$ cat config.mk
export PLATFORM = sky130hd
export DESIGN_NAME = eips_top
export DESIGN_NICKNAME = d
export VERILOG_FILES = /design/src/rtl/eips_top.v /design/src/rtl/eips_edge.v
export VERILOG_INCLUDE_DIRS = /design/src /design/src/rtl
export SDC_FILE = /design/constraint.sdc
export NUM_CORES = 1
export LEC_CHECK = 0
export ABC_AREA = 1
export BUFFER_PORTS_ARGS = -buffer_cell sky130_fd_sc_hd__buf_2
export CAP_MARGIN = 20
export CORE_MARGIN = 1.5
export CORE_UTILIZATION = 35
export DETAILED_ROUTE_END_ITERATION = 10
export GPL_TIMING_DRIVEN = 0
export PLACE_DENSITY = 0.5
export SYNTH_ARGS = -nofsm -noshare
export SYNTH_HDL_FRONTEND = slang
export SYNTH_SLANG_ARGS = --single-unit
$ cat constraint.sdc
create_clock -name clk_sys -period 3.3 [get_ports clk_sys]
set_clock_uncertainty 0.05 [all_clocks]
set_input_delay 0 -clock clk_sys [delete_from_list [all_inputs] [get_ports clk_sys]]
set_output_delay 0 -clock clk_sys [all_outputs]
set_load 0.01 [all_outputs]
$ cat src/rtl/eips_consts.vh
/*
 Constants for the external interrupt pin selection block: register
 offsets on the secondary bus, reset values, field positions and
 polarity codes. Assumes an 8-bit secondary bus with byte addresses.
*/
`ifndef EIPS_CONSTS_VH
`define EIPS_CONSTS_VH

`define EIPS_ADDR_MAIN 8'h34
`define EIPS_ADDR_G0 8'h35
`define EIPS_ADDR_G4_LOW 8'h36
`define EIPS_ADDR_G4_MID 8'h37
`define EIPS_ADDR_G4_HIGH 8'h38
`define EIPS_ADDR_POL1 8'h39
`define EIPS_ADDR_POL2 8'h3a

`define EIPS_RST_MAIN 8'h10
`define EIPS_RST_G0 8'h00
`define EIPS_RST_G4_LOW 8'h00
`define EIPS_RST_G4_MID 8'h00
`define EIPS_RST_G4_HIGH 8'h00
`define EIPS_RST_POL1 8'h55
`define EIPS_RST_POL2 8'h01

`define EIPS_MASK_G4_LOW 8'h80
`define EIPS_MASK_G4_MID 8'h87
`define EIPS_MASK_G4_HIGH 8'h7f
`define EIPS_MASK_POL2 8'h07

`define EIPS_POL_FALL 2'h1
`define EIPS_POL_RISE 2'h2

`define EIPS_BIT_LINE3 3
`define EIPS_BIT_LINE2 2
`define EIPS_BIT_LINE1 1
`define EIPS_BIT_G0P8 0
`define EIPS_BIT_G4_POL 2

`endif

$ cat src/rtl/eips_top.v
/*
 External interrupt pin selection: select registers on the secondary
 bus, per-pin enables, edge detection and pending flags.
 Assumes a single-cycle secondary bus write/read strobe on clk_sys and
 pins that are asynchronous to clk_sys.
*/
`timescale 1ns/10ps
`default_nettype none
`include "eips_consts.vh"
module eips_top
(
   // Clock and reset
   input wire clk_sys,
   input wire nrst,
   // Secondary register bus
   input wire [7:0] sbus_addr,
   input wire sbus_wr,
   input wire sbus_rd,
   input wire [7:0] sbus_wdata,
   output reg [7:0] sbus_rdata_q,
   // Pending flag clears from the interrupt status logic
   input wire [8:0] group0_clr,
   input wire line_clr,
   input wire shared_clr,
   // Pins
   input wire [3:1] line_pins,
   input wire [8:0] group0_pins,
   input wire [22:0] shared_group_inputs,
   // Routed enables and events
   output reg [3:1] line_pin_enable_q,
   output reg [8:0] group0_member_enable_q,
   output reg [22:0] shared_group_pin_enable_q,
   output reg [3:1] line_req_q,
   output reg [8:0] group0_pending_q,
   output reg shared_req_q
);
   localparam NPIN = 35;
   localparam [7:0] RST_POL2 = `EIPS_RST_POL2;

   reg [7:0] sel_main_q;
   reg [7:0] sel_g0_q;
   reg [7:0] sel_g4l_q;
   reg [7:0] sel_g4m_q;
   reg [7:0] sel_g4h_q;
   reg [7:0] pol1_q;
   reg [2:0] pol2_q;
   reg [NPIN-1:0] meta_q;
   reg [NPIN-1:0] sync_q;
   reg shared_busy_q;
   reg [4:0] shared_idx_q;
   wire [NPIN-1:0] pins;
   wire [NPIN-1:0] en;
   wire [2*NPIN-1:0] pol;
   wire [NPIN-1:0] hit;
   wire [22:0] shared_en;
   wire [8:0] g0_en;
   wire [3:1] line_en;
   reg [7:0] rd_d;
   reg [1:0] arm_q;
   wire armed;

   function wr_hit;
      input [7:0] a;
      begin
         wr_hit = sbus_wr && (sbus_addr == a);
      end
   endfunction

   // Register writes; reserved bits of the shared group and POL2 registers held at zero
   always @(posedge clk_sys)
   begin
      if (!nrst)
      begin
         sel_main_q <= `EIPS_RST_MAIN;
         sel_g0_q <= `EIPS_RST_G0;
         sel_g4l_q <= `EIPS_RST_G4_LOW;
         sel_g4m_q <= `EIPS_RST_G4_MID;
         sel_g4h_q <= `EIPS_RST_G4_HIGH;
         pol1_q <= `EIPS_RST_POL1;
         pol2_q <= RST_POL2[2:0];
      end
      else
      begin
         if (wr_hit(`EIPS_ADDR_MAIN))
            sel_main_q <= sbus_wdata;
         if (wr_hit(`EIPS_ADDR_G0))
            sel_g0_q <= sbus_wdata;
         if (wr_hit(`EIPS_ADDR_G4_LOW))
            sel_g4l_q <= sbus_wdata & `EIPS_MASK_G4_LOW;
         if (wr_hit(`EIPS_ADDR_G4_MID))
            sel_g4m_q <= sbus_wdata & `EIPS_MASK_G4_MID;
         if (wr_hit(`EIPS_ADDR_G4_HIGH))
            sel_g4h_q <= sbus_wdata & `EIPS_MASK_G4_HIGH;
         if (wr_hit(`EIPS_ADDR_POL1))
            pol1_q <= sbus_wdata;
         if (wr_hit(`EIPS_ADDR_POL2))
            pol2_q <= sbus_wdata[2:0];
      end
   end

   assign line_en = {sel_main_q[`EIPS_BIT_LINE3],
                     sel_main_q[`EIPS_BIT_LINE2],
                     sel_main_q[`EIPS_BIT_LINE1]};
   assign g0_en = {sel_main_q[`EIPS_BIT_G0P8], sel_g0_q};
   // Member pins 11..14 and 0..6 have no select bit and stay off
   assign shared_en = {sel_g4h_q[6:0], sel_g4m_q[7], 4'h0, sel_g4m_q[2:0],
                       sel_g4l_q[7], 7'h00};

   assign pins = {shared_group_inputs, group0_pins, line_pins};
   // No pin is live until synchroniser and history hold real pin levels;
   // otherwise the reset zeros look like an edge on an idle-high pin
   assign en = {shared_en, g0_en, line_en} & {NPIN{armed}};

   always @(posedge clk_sys)
   begin
      if (!nrst)
         arm_q <= 2'h0;
      else if (!armed)
         arm_q <= arm_q + 2'h1;
   end
   assign armed = (arm_q == 2'h3);

   // Polarity codes per pin; the shared group uses a one-bit select
   genvar i;
   generate
      for (i = 0; i < NPIN; i = i + 1)
      begin : g_pin
         if (i < 3)
            assign pol[2*i+1:2*i] = pol1_q[2*i+3:2*i+2];
         else if (i == 11)
            assign pol[2*i+1:2*i] = pol1_q[1:0];
         else if (i < 11)
            assign pol[2*i+1:2*i] = pol2_q[1:0];
         else
            assign pol[2*i+1:2*i] = pol2_q[`EIPS_BIT_G4_POL] ?
                                    `EIPS_POL_RISE : `EIPS_POL_FALL;
         eips_edge u_edge
         (
            .clk_sys(clk_sys),
            .nrst(nrst),
            .pin_sync(sync_q[i]),
            .enable(en[i]),
            .polarity(pol[2*i+1:2*i]),
            .hit(hit[i])
         );
      end
   endgenerate

   // Two-stage synchroniser on every pin
   always @(posedge clk_sys)
   begin
      if (!nrst)
      begin
         meta_q <= {NPIN{1'b0}};
         sync_q <= {NPIN{1'b0}};
      end
      else
      begin
         meta_q <= pins;
         sync_q <= meta_q;
      end
   end

   // First member hit when the shared vector is free
   function [5:0] first_hit;
      input [22:0] h;
      integer k;
      begin
         first_hit = 6'h00;
         for (k = 22; k >= 0; k = k - 1)
            if (h[k])
               first_hit = {1'b1, k[4:0]};
      end
   endfunction

   wire [5:0] shared_pick;
   wire shared_idle;
   assign shared_pick = first_hit(hit[NPIN-1:12]);
   // Idle level is high for a falling trigger, low for a rising one
   assign shared_idle = pol2_q[`EIPS_BIT_G4_POL] ?
                        ~sync_q[12 + shared_idx_q] :
                        sync_q[12 + shared_idx_q];

   always @(posedge clk_sys)
   begin
      if (!nrst)
      begin
         line_req_q <= 3'h0;
         group0_pending_q <= 9'h000;
         shared_req_q <= 1'b0;
         shared_busy_q <= 1'b0;
         shared_idx_q <= 5'h00;
      end
      else
      begin
         // Set wins over either clear
         line_req_q <= (line_req_q & {3{~line_clr}}) | hit[2:0];
         group0_pending_q <= (group0_pending_q & ~group0_clr & g0_en)
                             | hit[11:3];
         if (!shared_busy_q && shared_pick[5])
         begin
            shared_busy_q <= 1'b1;
            shared_idx_q <= shared_pick[4:0];
            shared_req_q <= 1'b1;
         end
         else
         begin
            if (shared_clr)
               shared_req_q <= 1'b0;
            if (shared_busy_q && !shared_req_q && shared_idle)
               shared_busy_q <= 1'b0;
         end
      end
   end

   // Read data registered one cycle after sbus_rd
   always @*
   begin
      case (sbus_addr)
         `EIPS_ADDR_MAIN: rd_d = sel_main_q;
         `EIPS_ADDR_G0: rd_d = sel_g0_q;
         `EIPS_ADDR_G4_LOW: rd_d = sel_g4l_q;
         `EIPS_ADDR_G4_MID: rd_d = sel_g4m_q;
         `EIPS_ADDR_G4_HIGH: rd_d = sel_g4h_q;
         `EIPS_ADDR_POL1: rd_d = pol1_q;
         `EIPS_ADDR_POL2: rd_d = {5'h00, pol2_q};
         default: rd_d = 8'h00;
      endcase
   end

   always @(posedge clk_sys)
   begin
      if (!nrst)
      begin
         sbus_rdata_q <= 8'h00;
         line_pin_enable_q <= 3'h0;
         group0_member_enable_q <= 9'h000;
         shared_group_pin_enable_q <= 23'h00_0000;
      end
      else
      begin
         if (sbus_rd)
            sbus_rdata_q <= rd_d;
         line_pin_enable_q <= line_en;
         group0_member_enable_q <= g0_en;
         shared_group_pin_enable_q <= shared_en;
      end
   end
endmodule // eips_top
`default_nettype wire

$ cat src/rtl/eips_edge.v
/*
 Gated edge detector for one external interrupt input.
 Assumes the pin input is already synchronised to clk_sys.
*/
`timescale 1ns/10ps
`default_nettype none
`include "eips_consts.vh"
module eips_edge
(
   // Clock and reset
   input wire clk_sys,
   input wire nrst,
   // Pin and control
   input wire pin_sync,
   input wire enable,
   input wire [1:0] polarity,
   // Result
   output reg hit
);
   reg prev_q;
   wire rise;
   wire fall;

   assign rise = pin_sync & ~prev_q;
   assign fall = ~pin_sync & prev_q;

   // Keep history while disabled so enabling mid-level makes no edge
   always @(posedge clk_sys)
   begin
      if (!nrst)
         prev_q <= 1'b0;
      else
         prev_q <= pin_sync;
   end

   always @*
   begin
      case (polarity)
         `EIPS_POL_FALL: hit = enable & fall;
         `EIPS_POL_RISE: hit = enable & rise;
         default: hit = enable & (rise | fall);
      endcase
   end
endmodule // eips_edge
`default_nettype wire

==> impl_metrics.json <==
{
  "die_w_um": 151,
  "grt_pass1_wl_um": 31500,
  "cp.required_ns": 3.56,
  "crit_path_end_kind": "flip-flop",
  "peakVddDrop_mv": 0.312,
  "synthArstFlopShare_pct": 0,
  "synth_area_per_cell_um2": 7.70,
  "antenna_found_initial": 0,
  "first_iter_violations": 378,
  "ys_types": 39,
  "die_y_um": 151,
  "reg2reg_slack_ns": 1.13,
  "cts.sinks": 186,
  "min_period_ns": 2.17,
  "p_int_uw": 3570,
  "drv_cap": 0,
  "slew_headroom_pct": 49.4,
  "dr.pass1.iters": 5,
  "min_path_cells": 3,
  "portBuffers": 108,
  "synthAdderAreaFrac_pct": 5.86,
  "cts_root_buf": "clkbuf_16",
  "cts_tree": "built",
  "synth_area_um2": 7680,
  "vias_per_cell": 4.41,
  "ant_nets": 0,
  "clk_path_buf_depth": 2,
  "hold_path_end": "line_req_q[3]",
  "timing.rr.start": "arm_q[0]",
  "grt_max_degree": 17,
  "io_pins": 122,
  "fmax_mhz": 462,
  "p_switching_uw": 1090,
  "slew_violations": 0,
  "grt_setup_unrepaired": "no",
  "place_congestion": 0.887,
  "vias": 6550,
  "pwr-share-comb_pct": 6.3,
  "min_path_type": "input port to flip-flop",
  "coreArea_um2": 21700,
  "wl_um": 20400,
  "worst_slack_ns": 1.13,
  "grtUsageTotal_pct": 18.4,
  "p_seq_share_pct": 49.7,
  "synth-seq-area-share_pct": 48.5,
  "min_from": "nrst",
  "yosys_warnings": 0,
  "initial_utilization_pct": 35.4,
  "final_nets": 1293,
  "cts-htree-levels": 4,
  "synth_edf_count": 0,
  "n_antenna_cell": 0,
  "grt_pass1_vias": 5854,
  "cts_buffers": 17,
  "syn_to_final_growth_pct": 27.1,
  "dp_hpwl_um": 15100,
  "min_period_over_period_pct": 65.6,
  "place_ws_ns": 1.18,
  "wl_per_cell_um": 13.8,
  "power_density_nw_per_um2": 478,
  "setup_viol": 0,
  "start_kind": "flip-flop",
  "synth_compound_area_share_pct": 13.8,
  "synth.area.mux_share_pct": 0,
  "rr_endpoint": "shared_idx_q[0]",
  "leakage_uw": 0.00504,
  "outcome": "complete, no violations",
  "synth_top_family_by_area": "simple AND/OR/NAND/NOR gates",
  "drc": 0,
  "swShare_pct": 23.4,
  "tns_ns": 0,
  "worstSetupPathType": "flip-flop to flip-flop",
  "final_core_util_pct": 45.0,
  "clock_latency_ns": 0.43,
  "synthSimpleGateAreaFrac_pct": 17.5,
  "clock_power_share_pct": 43.9,
  "reg2regPathDepth": 13,
  "hold_viol": 0,
  "synth-seq-cells": 186,
  "cp_max_fo": 10,
  "fillCellCount": 2230,
  "syn_inst": 997,
  "rows": 54,
  "tightest_slew_ns": 0.760,
  "synth_xor_area_share_pct": 0.114,
  "dieArea_um2": 22800,
  "path_clk_slew_ns": 0.07,
  "arrival_ns": 2.43,
  "layout-drive-gt1-share_pct": 15.4,
  "grt_overflow": 0,
  "synthFlopType": "dfxtp_1"
}
-- Yosys cell counts (3+ instances only) --
library cell	n	share of area (%)
nor2_2	3	0.24
a221oi_1	11	1.3
o22ai_1	11	0.90
dfxtp_1	186	48
o21ai_0	54	3.5
nand3_1	53	3.5
a21oi_1	75	4.9
nand2_1	229	11
inv_1	214	10
nor2_1	22	1.1
ha_1	36	5.9
nor3_1	3	0.20
buf_4	14	1.4
a2111o_1	3	0.44
a211o_1	8	0.91
a21oi_2	3	0.34
clkbuf_1	24	1.2
buf_2	7	0.46
o21ai_1	3	0.20
inv_2	6	0.29
or2_2	5	0.41
o21ai_2	3	0.34
o31ai_1	4	0.39
-- cells by family (layout without fill, tap and decap cells) --
logic type	after synthesis	in the layout
XOR/XNOR	1	1
flip-flops	186	186
buffers and inverters	270	467
adder cells (fa/ha/maj)	36	36
other	1	11
AO/OA/AOI/OAI	181	181
AND/OR/NAND/NOR	322	322
-- flip-flops by register name (all words and copies together), names as in the netlist, 2 cells and up --
signal / count
pol2_q: 3
group0_pending_q: 9
sel_g4h_q: 7
sync_q: 35
pol1_q: 8
shared_idx_q: 5
sel_g0_q: 8
line_pin_enable_q: 3
sel_main_q: 8
g_pin.u_edge.prev_q: 24
sbus_rdata_q: 8
line_req_q: 3
meta_q: 35
arm_q: 2
sel_g4m_q: 4
group0_member_enable_q: 9
shared_group_pin_enable_q: 12
-- final cells by class --
class	instances	area, um^2	share of cell area (%)
buffer	49	260	2.66
clock inverter	13	143	1.46
clock buffer	19	443	4.54
tap	280	350	3.59
timing repair buffer	165	1110	11.4
inverter	221	830	8.49
sequential	186	3720	38.1
multi-input combinational	551	2910	29.8
-- worst max-delay path, stage by stage, from the launching register on --
cell	delay [ns]
dfxtp_1	0.36
ha_1	0.23
inv_1	0.16
buf_4	0.22
a21oi_1	0.13
nand3_1	0.12
nand2_1	0.14
nor2_1	0.05
nand2_1	0.09
nand2_1	0.06
nand2_1	0.14
inv_2	0.07
nor2_2	0.13
a21oi_1	0.10
-- per-layer routing --
layer	track usage, %	wire [um]	up-vias
met5	0	0	-
met4	7.18	452	0
met3	2.86	1020	28
met2	29.3	8990	184
met1	24.9	9950	2882
li1	-	-	3456
-- layout by cell type (no fill, tap or decap), types with 22 or more instances in the layout --
cell type and count:
ha_1 36, o21ai_0 54, buf_2 115, inv_1 214, dlygate4sd3_1 57, nand2_1 229
dfxtp_1 186, clkbuf_1 25, nor2_1 22, a21oi_1 75, nand3_1 53
-- worst max-delay path by stage --
stage,start,endpoint,slack [ns],depth (start not counted)
after global routing,arm_q[0],shared_idx_q[0],0.91,13
after floorplan,arm_q[0],shared_idx_q[1],1.58,13
final,arm_q[0],shared_idx_q[0],1.13,13
after CTS,arm_q[0],shared_idx_q[0],1.14,13
after global placement,arm_q[0],shared_idx_q[0],1.18,13
after detailed placement,arm_q[0],shared_idx_q[0],1.18,13
-- metrics by stage --
step	power, uW	instance area (um^2)	instances	hold WS (ns)
after floorplan	2510	7720	1007	0.0476
after global placement	2620	8610	1395	0.135
after detailed placement	2620	8610	1395	0.135
after CTS	4720	9770	1484	0.0443
after global routing	4850	9770	1484	0.0920
final	4670	9770	1484	0.0531
-- power by group through the flow --
| stage | clock [uW] | combinational [uW] | sequential, uW |
|---|---|---|---|
| floorplan | 0 | 145 | 2370 |
| global placement | 0 | 244 | 2370 |
| detailed placement | 0 | 246 | 2370 |
| CTS | 2100 | 298 | 2320 |
| global route | 2190 | 337 | 2330 |
| finish | 2050 | 296 | 2320 |
-- what timing repair did --
item                       4_1_cts  5_1_grt
resized for setup                0        0
buffers inserted                 0        0
hold endpoints to repair        95        0
hold buffers                    57        0
setup endpoints to repair        0        0
Note: power is estimated with default switching activity, not from simulation.
